--- src/inc/slc_pkg.sv ---
// Shared constants, codes and helpers of the servo link command layer.
// Assumes both ends run on one 25 MHz clock and meet in slc_link_if.
package slc_pkg;

  // ------------------------------------------------------------
  // Timing
  // ------------------------------------------------------------
  localparam int CLK_NS = 40;
  localparam int TX_CYCLE_NS = 2000;
  localparam int TX_CYCLE_CLKS = (TX_CYCLE_NS + CLK_NS - 1) / CLK_NS;
  localparam logic [5:0] TX_DIV_LAST = 6'(TX_CYCLE_CLKS - 1);
  localparam int COMM_MULT = 2;
  localparam logic [2:0] COMM_LAST = 3'(COMM_MULT - 1);

  // ------------------------------------------------------------
  // Frame layout
  // ------------------------------------------------------------
  localparam logic [4:0] IDX_CTL = 5'h00;
  localparam logic [4:0] IDX_CODE = 5'h01;
  localparam logic [4:0] IDX_ARG = 5'h02;
  localparam logic [4:0] IDX_DATA = 5'h03;
  localparam logic [4:0] IDX_ECHO = 5'h0F;
  localparam logic [4:0] IDX_LIVE = 5'h10;
  localparam logic [4:0] IDX_SUB = 5'h11;
  localparam logic [4:0] FRAME_LAST_IDX = 5'h1D;
  localparam logic [7:0] CMD_CTL = 8'h03;
  localparam logic [7:0] RSP_CTL = 8'h01;

  // ------------------------------------------------------------
  // Response status byte
  // ------------------------------------------------------------
  localparam int ST_ERR_BIT = 0;
  localparam int ST_WDT_BIT = 1;
  localparam int ST_SUB_BIT = 2;
  localparam int ST_PH_LSB = 4;
  localparam int ST_DONE_BIT = 7;

  // ------------------------------------------------------------
  // Phases and command codes
  // ------------------------------------------------------------
  typedef enum logic [1:0] {
    AWAITING_LINK_PHASE = 2'h1,
    ASYNC_ONLY_PHASE = 2'h2,
    LOCKSTEP_PHASE = 2'h3
  } slc_phase_e;

  localparam logic [7:0] IDLE_COMMAND = 8'h00;
  localparam logic [7:0] PARAM_READ_CMD = 8'h01;
  localparam logic [7:0] PARAM_WRITE_CMD = 8'h02;
  localparam logic [7:0] IDENTITY_READ_CMD = 8'h03;
  localparam logic [7:0] SETTINGS_APPLY_CMD = 8'h04;
  localparam logic [7:0] FAULT_READ_CMD = 8'h05;
  localparam logic [7:0] FAULT_CLEAR_CMD = 8'h06;
  localparam logic [7:0] LOCKSTEP_START_CMD = 8'h0D;
  localparam logic [7:0] LINK_OPEN_CMD = 8'h0E;
  localparam logic [7:0] LINK_RELEASE_CMD = 8'h0F;
  localparam logic [7:0] PERSISTENT_PARAM_SAVE_CMD = 8'h1C;
  localparam logic [7:0] COORD_SET_CMD = 8'h20;
  localparam logic [7:0] HOLDING_LOCK_APPLY_CMD = 8'h21;
  localparam logic [7:0] HOLDING_LOCK_RELEASE_CMD = 8'h22;

  function automatic logic slc_is_known(input logic [7:0] code);
    case (code)
      8'h00, 8'h01, 8'h02, 8'h03, 8'h04, 8'h05, 8'h06: return 1'b1;
      8'h0D, 8'h0E, 8'h0F, 8'h1C, 8'h20, 8'h21, 8'h22: return 1'b1;
      default: return 1'b0;
    endcase
  endfunction : slc_is_known

  // Only the coordinate and holding lock commands are treated as lockstep class.
  function automatic logic slc_is_sync(input logic [7:0] code);
    return (code == COORD_SET_CMD) || (code == HOLDING_LOCK_APPLY_CMD) ||
           (code == HOLDING_LOCK_RELEASE_CMD);
  endfunction : slc_is_sync

  function automatic logic slc_sub_ok(input logic [7:0] code);
    return (code == IDLE_COMMAND) || (code == PARAM_READ_CMD) ||
           (code == PARAM_WRITE_CMD) || (code == FAULT_READ_CMD) ||
           (code == PERSISTENT_PARAM_SAVE_CMD);
  endfunction : slc_sub_ok

endpackage : slc_pkg

--- src/inc/slc_link_if.sv ---
// Byte-serial frame link between the master end and the servo end.
// Assumes both ends share clk; no crossing is needed.
`timescale 1ns/100ps
interface slc_link_if;
  logic cyc_start;
  logic cmd_valid;
  logic cmd_sof;
  logic [7:0] cmd_data;
  logic rsp_valid;
  logic rsp_sof;
  logic [7:0] rsp_data;

  modport dev (
    input cyc_start,
    input cmd_valid,
    input cmd_sof,
    input cmd_data,
    output rsp_valid,
    output rsp_sof,
    output rsp_data
  );

  modport host (
    output cyc_start,
    output cmd_valid,
    output cmd_sof,
    output cmd_data,
    input rsp_valid,
    input rsp_sof,
    input rsp_data
  );
endinterface : slc_link_if

--- src/hw/slc_device.sv ---
// Servo end of the command layer: frame reception, decoding, phases, replies.
// Assumes the master keeps its own sequencing and drives the link on clk.
`timescale 1ns/100ps

// Summary of operation
// [RULE1] Main command alone is a full frame
// [RULE2] Control byte fixed; only information bytes used
// [RULE3] Bytes 1 to 16 carry the main command
// [RULE4] Subcommand held in bytes 17 to 29
// [RULE5] First phase waits idle for connection
// [RULE6] Second phase allows asynchronous commands only
// [RULE7] Third phase accepts both command classes
// [RULE8] Communications cycle is whole transmission-cycle multiple
// [RULE9] Reply returns in the following cycle
// [RULE10] Liveness counter refreshed and checked each cycle
// [RULE11] Lockstep commands valid only in phase three
// [RULE12] Master waits completion before next asynchronous command
// [RULE13] No liveness check on asynchronous commands
// [RULE14] Decode idle, parameter read, parameter write
// [RULE15] Decode persistent parameter save
// [RULE16] Decode settings apply
// [RULE17] Decode identity read
// [RULE18] Decode fault read and fault clear
// [RULE19] Decode link open, release, lockstep start
// [RULE20] Decode holding lock apply, release, coordinates
// [RULE21] Open, start and release move the phase
// [RULE22] Unknown or phase-illegal codes answered with error
module slc_device #(
  // Identity value is arbitrary.
  parameter logic [7:0] ID_CODE = 8'h5A
) (
  // Clock and reset
  input wire logic clk,
  input wire logic rst,
  // Link to the master
  slc_link_if.dev link,
  // Servo data sources
  input wire logic [7:0] param_rdata,
  input wire logic [7:0] fault_code,
  // Servo controls
  output slc_pkg::slc_phase_e phase,
  output logic brake_release,
  output logic param_rd,
  output logic param_wr,
  output logic [7:0] param_addr,
  output logic [7:0] param_wdata,
  output logic param_save,
  output logic settings_apply,
  output logic fault_clear,
  output logic coord_set,
  output logic liveness_fault
);
  import slc_pkg::*;

  // ------------------------------------------------------------
  // Frame reception
  // ------------------------------------------------------------
  logic [4:0] rx_idx;
  logic [4:0] cur_idx;
  logic ctl_ok;
  logic [7:0] main_code;
  logic [7:0] main_arg;
  logic [7:0] main_data;
  logic [7:0] live_in;
  logic [7:0] last_live;
  logic [7:0] sub_code;
  logic frame_end;

  assign cur_idx = link.cmd_sof ? IDX_CTL : rx_idx;
  assign frame_end = link.cmd_valid && (cur_idx == FRAME_LAST_IDX) && ctl_ok;

  always_ff @(posedge clk or posedge rst) begin
    if (rst) begin
      rx_idx <= 5'h00;
    end else if (link.cmd_valid) begin
      rx_idx <= cur_idx + 5'h01;
    end
  end

  always_ff @(posedge clk or posedge rst) begin
    if (rst) begin
      ctl_ok <= 1'b0;
      main_code <= 8'h00;
      main_arg <= 8'h00;
      main_data <= 8'h00;
      live_in <= 8'h00;
      sub_code <= 8'h00;
    end else if (link.cmd_valid) begin
      unique case (cur_idx)
        IDX_CTL: ctl_ok <= (link.cmd_data == CMD_CTL); // RULE2
        IDX_CODE: main_code <= link.cmd_data; // RULE3
        IDX_ARG: main_arg <= link.cmd_data;
        IDX_DATA: main_data <= link.cmd_data;
        IDX_LIVE: live_in <= link.cmd_data;
        IDX_SUB: sub_code <= link.cmd_data; // RULE4
        default: ;
      endcase
    end
  end

  // Every received frame moves the reference, so gaps of asynchronous traffic
  // between lockstep frames do not raise false liveness faults.
  always_ff @(posedge clk or posedge rst) begin
    if (rst) begin
      last_live <= 8'h00;
    end else if (frame_end) begin
      last_live <= live_in;
    end
  end

  // ------------------------------------------------------------
  // Decoding and phase
  // ------------------------------------------------------------
  slc_phase_e state;
  slc_phase_e next_phase;
  logic sync_cls;
  logic accept;
  logic respond;
  logic execute;
  logic wdt_bad;
  logic [7:0] next_stat;
  logic [7:0] next_data;

  always_comb begin
    sync_cls = slc_is_sync(main_code);
    accept = slc_is_known(main_code) && !(sync_cls && state != LOCKSTEP_PHASE); // RULE11
    respond = (state != AWAITING_LINK_PHASE) || (main_code == LINK_OPEN_CMD); // RULE5
    execute = frame_end && respond && accept; // RULE22
    wdt_bad = (state == LOCKSTEP_PHASE) && sync_cls &&
              (live_in != 8'(last_live + 8'h01)); // RULE10 RULE13
  end

  always_comb begin
    next_phase = state;
    unique case (state)
      AWAITING_LINK_PHASE: begin
        if (execute && main_code == LINK_OPEN_CMD) begin
          next_phase = ASYNC_ONLY_PHASE; // RULE21
        end
      end
      ASYNC_ONLY_PHASE: begin
        if (execute && main_code == LOCKSTEP_START_CMD) begin
          next_phase = LOCKSTEP_PHASE; // RULE21
        end else if (execute && main_code == LINK_RELEASE_CMD) begin
          next_phase = AWAITING_LINK_PHASE; // RULE21
        end
      end
      LOCKSTEP_PHASE: begin
        if (execute && main_code == LINK_RELEASE_CMD) begin
          next_phase = AWAITING_LINK_PHASE; // RULE7 RULE21
        end
      end
      default: next_phase = AWAITING_LINK_PHASE;
    endcase
  end

  always_ff @(posedge clk or posedge rst) begin
    if (rst) begin
      state <= AWAITING_LINK_PHASE;
    end else begin
      state <= next_phase; // RULE19
    end
  end

  assign phase = state;

  always_comb begin
    next_stat = 8'h00;
    next_stat[ST_DONE_BIT] = 1'b1;
    next_stat[ST_ERR_BIT] = !accept; // RULE22 RULE6
    next_stat[ST_WDT_BIT] = wdt_bad;
    next_stat[ST_SUB_BIT] = !slc_sub_ok(sub_code); // RULE1
    next_stat[ST_PH_LSB +: 2] = next_phase;
    next_data = 8'h00;
    if (accept) begin
      if (main_code == PARAM_READ_CMD) begin
        next_data = param_rdata; // RULE14
      end else if (main_code == IDENTITY_READ_CMD) begin
        next_data = ID_CODE; // RULE17
      end else if (main_code == FAULT_READ_CMD) begin
        next_data = fault_code; // RULE18
      end
    end
  end

  // ------------------------------------------------------------
  // Servo side actions
  // ------------------------------------------------------------
  always_ff @(posedge clk or posedge rst) begin
    if (rst) begin
      param_rd <= 1'b0;
      param_wr <= 1'b0;
      param_save <= 1'b0;
      settings_apply <= 1'b0;
      fault_clear <= 1'b0;
      coord_set <= 1'b0;
    end else begin
      param_rd <= execute && (main_code == PARAM_READ_CMD); // RULE14
      param_wr <= execute && (main_code == PARAM_WRITE_CMD); // RULE14
      param_save <= execute && (main_code == PERSISTENT_PARAM_SAVE_CMD); // RULE15
      settings_apply <= execute && (main_code == SETTINGS_APPLY_CMD); // RULE16
      fault_clear <= execute && (main_code == FAULT_CLEAR_CMD); // RULE18
      coord_set <= execute && (main_code == COORD_SET_CMD); // RULE20
    end
  end

  always_ff @(posedge clk or posedge rst) begin
    if (rst) begin
      param_addr <= 8'h00;
      param_wdata <= 8'h00;
    end else if (execute && (main_code == PARAM_READ_CMD || main_code == PARAM_WRITE_CMD)) begin
      param_addr <= main_arg;
      param_wdata <= main_data;
    end
  end

  // The brake stays engaged from reset until the master releases it.
  always_ff @(posedge clk or posedge rst) begin
    if (rst) begin
      brake_release <= 1'b0;
    end else if (execute && main_code == HOLDING_LOCK_APPLY_CMD) begin
      brake_release <= 1'b0; // RULE20
    end else if (execute && main_code == HOLDING_LOCK_RELEASE_CMD) begin
      brake_release <= 1'b1; // RULE20
    end
  end

  always_ff @(posedge clk or posedge rst) begin
    if (rst) begin
      liveness_fault <= 1'b0;
    end else begin
      liveness_fault <= frame_end && respond && wdt_bad; // RULE10
    end
  end

  // ------------------------------------------------------------
  // Reply
  // ------------------------------------------------------------
  logic rsp_pend;
  logic [7:0] rsp_code;
  logic [7:0] rsp_stat;
  logic [7:0] rsp_dat;
  logic [7:0] rsp_echo;
  logic [7:0] rsp_sub;
  logic tx_active;
  logic [4:0] tx_idx;
  logic launch;
  logic [7:0] tx_code;
  logic [7:0] tx_stat;
  logic [7:0] tx_dat;
  logic [7:0] tx_echo;
  logic [7:0] tx_sub;
  logic [7:0] dev_live;
  logic [7:0] tx_byte;

  // The reply waits for the next cycle mark, so it lands in the following cycle.
  assign launch = link.cyc_start && rsp_pend && !tx_active; // RULE9

  always_ff @(posedge clk or posedge rst) begin
    if (rst) begin
      rsp_pend <= 1'b0;
      rsp_code <= 8'h00;
      rsp_stat <= 8'h00;
      rsp_dat <= 8'h00;
      rsp_echo <= 8'h00;
      rsp_sub <= 8'h00;
    end else if (frame_end && respond) begin
      rsp_pend <= 1'b1;
      rsp_code <= main_code;
      rsp_stat <= next_stat;
      rsp_dat <= next_data;
      rsp_echo <= live_in;
      rsp_sub <= sub_code;
    end else if (launch) begin
      rsp_pend <= 1'b0;
    end
  end

  // A shadow copy keeps a reply steady if a new frame ends while it is sent.
  always_ff @(posedge clk or posedge rst) begin
    if (rst) begin
      tx_code <= 8'h00;
      tx_stat <= 8'h00;
      tx_dat <= 8'h00;
      tx_echo <= 8'h00;
      tx_sub <= 8'h00;
      dev_live <= 8'h00;
    end else if (launch) begin
      tx_code <= rsp_code;
      tx_stat <= rsp_stat;
      tx_dat <= rsp_dat;
      tx_echo <= rsp_echo;
      tx_sub <= rsp_sub;
      dev_live <= dev_live + 8'h01; // RULE10
    end
  end

  always_ff @(posedge clk or posedge rst) begin
    if (rst) begin
      tx_active <= 1'b0;
      tx_idx <= 5'h00;
    end else if (launch) begin
      tx_active <= 1'b1;
      tx_idx <= 5'h00;
    end else if (tx_active) begin
      tx_active <= (tx_idx != FRAME_LAST_IDX);
      tx_idx <= tx_idx + 5'h01;
    end
  end

  always_comb begin
    unique case (tx_idx)
      IDX_CTL: tx_byte = RSP_CTL; // RULE2
      IDX_CODE: tx_byte = tx_code;
      IDX_ARG: tx_byte = tx_stat;
      IDX_DATA: tx_byte = tx_dat;
      IDX_ECHO: tx_byte = tx_echo;
      IDX_LIVE: tx_byte = dev_live;
      IDX_SUB: tx_byte = tx_sub; // RULE4
      default: tx_byte = 8'h00;
    endcase
  end

  always_ff @(posedge clk or posedge rst) begin
    if (rst) begin
      link.rsp_valid <= 1'b0;
      link.rsp_sof <= 1'b0;
      link.rsp_data <= 8'h00;
    end else begin
      link.rsp_valid <= tx_active;
      link.rsp_sof <= tx_active && (tx_idx == IDX_CTL);
      link.rsp_data <= tx_active ? tx_byte : 8'h00;
    end
  end

endmodule : slc_device

--- src/flat_wrapper.sv ---
// flat-port wrapper written by rule: the top's interface ports become plain ports
module slc_device_flat import slc_pkg::*;
#(
                                 
  parameter logic [7:0] ID_CODE = 8'h5A
)
  (clk, rst, param_rdata, fault_code, phase, brake_release, param_rd, param_wr, param_addr, param_wdata, param_save, settings_apply, fault_clear, coord_set, liveness_fault, link_cyc_start, link_cmd_valid, link_cmd_sof, link_cmd_data, link_rsp_valid, link_rsp_sof, link_rsp_data);
  slc_link_if link_i ();
  input wire logic clk;
  input wire logic rst;
  input wire logic [7:0] param_rdata;
  input wire logic [7:0] fault_code;
  output slc_pkg::slc_phase_e phase;
  output logic brake_release;
  output logic param_rd;
  output logic param_wr;
  output logic [7:0] param_addr;
  output logic [7:0] param_wdata;
  output logic param_save;
  output logic settings_apply;
  output logic fault_clear;
  output logic coord_set;
  output logic liveness_fault;
  input wire logic [$bits(link_i.cyc_start)-1:0] link_cyc_start;
  input wire logic [$bits(link_i.cmd_valid)-1:0] link_cmd_valid;
  input wire logic [$bits(link_i.cmd_sof)-1:0] link_cmd_sof;
  input wire logic [$bits(link_i.cmd_data)-1:0] link_cmd_data;
  output wire logic [$bits(link_i.rsp_valid)-1:0] link_rsp_valid;
  output wire logic [$bits(link_i.rsp_sof)-1:0] link_rsp_sof;
  output wire logic [$bits(link_i.rsp_data)-1:0] link_rsp_data;
  assign link_i.cyc_start = link_cyc_start;
  assign link_i.cmd_valid = link_cmd_valid;
  assign link_i.cmd_sof = link_cmd_sof;
  assign link_i.cmd_data = link_cmd_data;
  assign link_rsp_valid = link_i.rsp_valid;
  assign link_rsp_sof = link_i.rsp_sof;
  assign link_rsp_data = link_i.rsp_data;
  slc_device #(.ID_CODE(ID_CODE)) u_core (.clk(clk), .rst(rst), .link(link_i), .param_rdata(param_rdata), .fault_code(fault_code), .phase(phase), .brake_release(brake_release), .param_rd(param_rd), .param_wr(param_wr), .param_addr(param_addr), .param_wdata(param_wdata), .param_save(param_save), .settings_apply(settings_apply), .fault_clear(fault_clear), .coord_set(coord_set), .liveness_fault(liveness_fault));
endmodule
--- config.mk ---
export PLATFORM = sky130hd
export DESIGN_NAME = slc_device_flat
export DESIGN_NICKNAME = d
export VERILOG_FILES = /design/src/inc/slc_pkg.sv /design/src/inc/slc_link_if.sv /design/src/hw/slc_device.sv /design/src/flat_wrapper.sv
export SDC_FILE = /design/constraint.sdc
export NUM_CORES = 1
export LEC_CHECK = 0
export BUFFER_PORTS_ARGS = -buffer_cell sky130_fd_sc_hd__buf_4
export CORE_MARGIN = 4
export CORE_UTILIZATION = 45
export DETAILED_ROUTE_END_ITERATION = 12
export GPL_TIMING_DRIVEN = 0
export HOLD_SLACK_MARGIN = 0.06
export PLACE_DENSITY = 0.65
export SETUP_SLACK_MARGIN = 0.5
export SKIP_CTS_REPAIR_TIMING = 1
export SYNTH_ARGS = -nofsm -noshare
export SYNTH_HDL_FRONTEND = slang
export SYNTH_SLANG_ARGS = --single-unit
--- constraint.sdc ---
create_clock -name clk -period 6 [get_ports clk]
set_clock_uncertainty 0.15 [all_clocks]
set_input_delay 1.2 -clock clk [delete_from_list [all_inputs] [get_ports clk]]
set_output_delay 1.2 -clock clk [all_outputs]
set_load 0.1 [all_outputs]
## Word-level counts from Yosys, hierarchy flattened

Memory sizes are Yosys's and may differ from the RTL's.
Index checks and enable logic that the tools add are counted.

- Bits in registers: 181
- ROM bits: 64
- Output and inout port bits: 36
- Memories: 1

Memory list:

| memory | depth | bits a word | read ports | clocked after memory_dff | write ports | RTL line | text |
|---|---|---|---|---|---|---|---|
| (name not given) | 64 | 1 | 1 | 0 | 0 | slc_pkg.sv:63 | `case (code)` |

- $add $sub $neg: 4
- Multiplexer cells: 20
- Reductions and logical operators: 49
- Eq/ne operators: 37

Operators with widths:

| cell | count |
|---|---|
| 8-bit case mux with 7 select lines | 1 |
| 8-bit 2-to-1 mux | 5 |
| 8-bit by 2-bit equality test with 1-bit output, second input constant | 4 |
| 8-bit by 3-bit equality test with 1-bit output, second input constant | 4 |
| 5-bit equality test, second input constant | 5 |
| 8-bit by 4-bit equality test with 1-bit output, second input constant | 3 |
| 8-bit by 6-bit equality test with 1-bit output, second input constant | 3 |
| 1-bit logical AND | 24 |
| 5-bit by 2-bit equality test with 1-bit output, second input constant | 4 |
| 8-bit by 1-bit adder with 8-bit output, second input constant | 2 |
| 8-bit by 1-bit equality test with 1-bit output, second input constant | 2 |
| 8-bit by 5-bit equality test with 1-bit output, second input constant | 2 |
| 5-bit 2-to-1 mux | 3 |
| 2-bit AND reduction | 6 |
| 5-bit by 1-bit adder with 5-bit output, second input constant | 2 |
| 5-bit by 1-bit equality test with 1-bit output, second input constant | 2 |
| 5-bit logical NOT | 2 |
| 8-bit logical NOT | 1 |
| 1-bit logical OR | 8 |
| 8-bit inequality test | 1 |
| 1-bit 2-to-1 mux | 7 |
| 2-bit 2-to-1 mux | 3 |
| 2-bit case mux with 3 select lines | 1 |
| 2-bit nonzero test | 3 |
| 8 further kinds | 12 |

## Logic depth before layout (Yosys ltp)

- Word-level depth: 11
- Mapped depth: 10
- Depth with buffers taken out: 7

## Least setup slack after synthesis

No wires, ideal clock.

- Path type: input -> register
- From: input port link_cmd_sof
- To: register u_core.param_addr[0]
- Required time: 5724 ps
- Stages: 9
- Data arrival time: 3182 ps
- Slack: 2541 ps
- Library setup time: 126 ps
- Cell sequence: clkbuf_1 > nor2b_1 > ha_1 > nand2_1 > nor3_1 > nand2_1 > a2111oi_4 > buf_8 > mux2_4

- Longest elaborated chain between the ends: 7

Ends and longest elaborated chain:

| element | RTL line | text |
|---|---|---|
| start: declaration | flat_wrapper.sv:26 | `input wire logic [$bits(link_i.cmd_sof)-1:0] link_cmd_sof;` |
| 5-bit 2-to-1 mux | slc_device.sv:69 | `assign cur_idx = link.cmd_sof ? IDX_CTL : rx_idx;` |
| 5-bit equality test | slc_device.sv:70 | `assign frame_end = link.cmd_valid && (cur_idx == FRAME_LAST_IDX) && ctl_ok;` |
| 1-bit logical AND (2 in a row) | slc_device.sv:70 |  |
| 1-bit logical AND (2 in a row) | slc_device.sv:128 | `execute = frame_end && respond && accept;` |
| 1-bit logical AND | slc_device.sv:211 | `end else if (execute && (main_code == PARAM_READ_CMD \|\| main_code == PARAM_WRITE_CMD)) begin` |
| end signal: assignment | slc_device.sv:212 | `param_addr <= main_arg;` |
| end: declaration | slc_device.sv:45 | `output logic [7:0] param_addr,` |

No other way between the ends.
A chain may end at the register's enable or synchronous reset.

## Worst setup path after layout

- From: input port link_cmd_sof
- To: register u_core.param_addr[5]

Same word-level chain as after synthesis.

==> run_results.csv <==
group,metric,value,unit
global_routing,grt_pass1_wl,29800,um
synth,synth_cell_types,55,
pwr,powerDensity,293,nW/um2
sta,hold_violations,0,
synth,ys_seq_area_frac,0.576,
sta,fin_crit_sh,0.626,
critical_path,cp-start-kind,"input pin",
sta,rsz0062_at_grt,"no",
clock_network,htree_levels,4,
worst_hold_path,holdCritPathClass,"reg -> reg",
pwr,leakage,4.59,nW
synth,syn_area,7860,um2
critical_path,crit_required,6160,ps
synth,synth_seq_cells,181,
die,fp-row-count,48,
clock_network,cts.clk_slew.worst_paths,70,ps
drt,drt_iter0_drc,429,
critical_path,path_common_cell,"nand2_1",
sta,worst_hold_slack,311,ps
drt,ant_nets,0,
drt,drc,0,
critical_path,worstPathMaxFanout,10,
sta,fmax,266,MHz
synth,synth_nets,776,
critical_path,critical-path-max-stage-delay,640,ps
synth,postSynthAreaPerCell,10.7,um2
sta,worstMarginPinSlew,790,ps
pwr,total_power,2.72,mW
synth,synth_top_area_share,0.573,
sta,setup_tns,0,ps
sta,post-route-min-period,3760,ps
clock_network,numClockSinks,181,
clock_network,clk_latency,420,ps
clock_network,cts_max_path_buffers,2,
final_layout,n_antenna_cell,0,
critical_path,cp_slowest_cell,"a2111oi_4",
sta,setup_violations,0,
die,die_w,140,um
pwr,peakVddDrop,229,uV
synth,synth-edff-count,0,
synth,yosys_most_used_dff,"dfrtp_1",
die,start_util,0.456,
critical_path,path_cells,"clkbuf_1, nor2b_1, ha_1, nand2_1, nor3_1, nand2_1, a2111oi_4, buf_8, mux2_4",
synth,synthCells,736,
critical_path,critPathBufInv,2,
critical_path,cp-end-kind,"register",
die,top_level_ports,65,
die,die_area,19700,um2
clock_network,cts_root_buf,"clkbuf_16",
run_status,status,"complete, no violations",
drt,avgViaCountPerCell,5.38,
global_routing,antenna_found_initial,0,
drt,wl_per_cell,16.7,um
critical_path,crit_type,"in -> reg",
final_layout,finalNetCount,862,
final_layout,drive_gt1_frac,0.207,
sta,slew_viol_final,0,
clock_network,cts_tree,"yes",
clock_network,cts_made_buffers,17,
synth,synth_top_area_cell,"dfrtp_1",
critical_path,cp_top_family,"simple AND/OR/NAND/NOR gates",
sta,relSlewSlack,0.468,
die,coreArea,17200,um2
final_layout,synthToLayoutAreaGrowth,18.0,%
synth,ys_async_sr_fraction,1.00,
global_routing,grt_overflow_total,0,
place,io_buffers,63,
run,cap_viol_max_count,0,
synth,ys_warn_count,0,
global_routing,grt_pass1_vias,5864,
critical_path,critical_path_arrival,3920,ps
drt,dr.pass1.iters,7,
drt,routed_wl,17700,um
place,gp_congestion,0.849,
global_routing,grt_usage,0.188,
global_routing,grt_start_max_net_pins,46,
die,die_h,140,um
synth,synthTopCellsByArea,"dfrtp_1 (57%), nand2_1 (11%), mux2_2 (7.7%)",
place,dp_hpwl,12900,um
drt,num_vias,5698,
==> synth_stat cells (3+ instances only) <==
library cell,instances
a21oi_1,11
a222oi_1,7
a22oi_1,8
a31oi_1,11
a32o_1,4
and2_1,6
and3_1,11
buf_1,3
clkbuf_1,28
dfrtp_1,180
ha_1,11
inv_1,15
mux2_2,54
mux2_4,10
nand2_1,228
nand2b_1,6
nand3_1,8
nand4_1,10
nor2_1,20
nor2b_1,4
nor3_1,12
nor4_1,5
nor4b_1,3
o2111ai_1,3
o211ai_1,5
o21ai_0,15
o2bb2ai_1,6
o31ai_1,5
or4_1,3
xnor2_1,11
xor2_1,4
==> cells in the final DEF, fill, tap and decap left out, types with 3 or more instances in the layout <==
cell        instances
a21oi_1            11
a222oi_1            7
a22oi_1             8
a31oi_1            11
a32o_1              4
and2_1              6
and3_1             11
buf_1               3
buf_12              4
buf_4              63
clkbuf_1           29
clkbuf_16          17
clkinv_4            5
clkinvlp_4          5
dfrtp_1           180
ha_1               11
inv_1              14
mux2_2             54
mux2_4             10
nand2_1           228
nand2b_1            6
nand3_1             8
nand4_1            10
nor2_1             20
nor2b_1             4
nor3_1             12
nor4_1              5
nor4b_1             3
o2111ai_1           3
o211ai_1            5
o21ai_0            15
o2bb2ai_1           6
o31ai_1             5
or4_1               3
xnor2_1            11
xor2_1              4
==> power breakdown <==
group,switching (mW),internal [mW]
logic,0.165,0.131
registers,0.0594,1.30
clock network,0.469,0.587
==> routing by layer <==
layer,global-route usage,part of all wire,vias to the layer above
met1,0.251,0.45,2810
met3,0.0468,0.048,32
met2,0.308,0.49,143
met5,0,0,-
li1,-,-,2713
met4,0.0520,0.017,0
==> cell families (layout without fill, tap and decap cells) <==
family | count (synthesis) | count (layout) | share of synthesized area
compound gates | 88 | 88 | 0.0829
xor+xnor | 15 | 15 | 0.0167
fa+ha+maj | 11 | 11 | 0.0175
buf+inv | 50 | 149 | 0.0274
flops | 181 | 181 | 0.576
mux | 65 | 65 | 0.0977
simple gates | 326 | 326 | 0.182
==> final cells by class <==
type / count / area (um2)
timing repair buffer: 67 / 553
sequential: 181 / 4530
buffer: 35 / 159
multi-input combinational: 505 / 3120
clock buffer: 19 / 443
clock inverter: 13 / 126
inverter: 15 / 60.1
tap: 225 / 282
fill: 1533 / 7960
==> worst register-to-register path: cells and delay by family (launching register included) <==
| kind | cells | cell delay [ps] |
|---|---|---|
| AO/OA/AOI/OAI | 3 | 1650 |
| flip-flops | 1 | 400 |
| buffers and inverters | 2 | 450 |
| AND/OR/NAND/NOR | 1 | 190 |
| multiplexers | 1 | 320 |
==> metrics by stage <==
| step | cells | setup slack, ps | cell area [um2] | util |
|---|---|---|---|---|
| after detailed placement | 1028 | 1800 | 8700 | 0.505 |
| after floorplan | 736 | 2330 | 7870 | - |
| after CTS | 1060 | 2240 | 9270 | 0.538 |
| after global placement | 1024 | 1390 | 8620 | 0.500 |
| final | 1060 | 2240 | 9280 | 0.538 |
| after global routing | 1060 | 2020 | 9280 | 0.538 |
==> worst paths after layout <==
path,from,endpoint,slack [ps],depth (start not counted)
worst max register to register,u_core.main_code[3],u_core.param_addr[5],2740,7
min in group asynchronous,rst,u_core.tx_dat[3],690,2
max in group asynchronous,rst,u_core.last_live[5],3870,5
worst min-delay path,u_core.rsp_echo[6],u_core.tx_echo[6],310,2
worst max-delay path,link_cmd_sof,u_core.param_addr[5],2240,9
worst min register to register,u_core.rsp_echo[6],u_core.tx_echo[6],310,2
(Power assumes the default switching activity.)
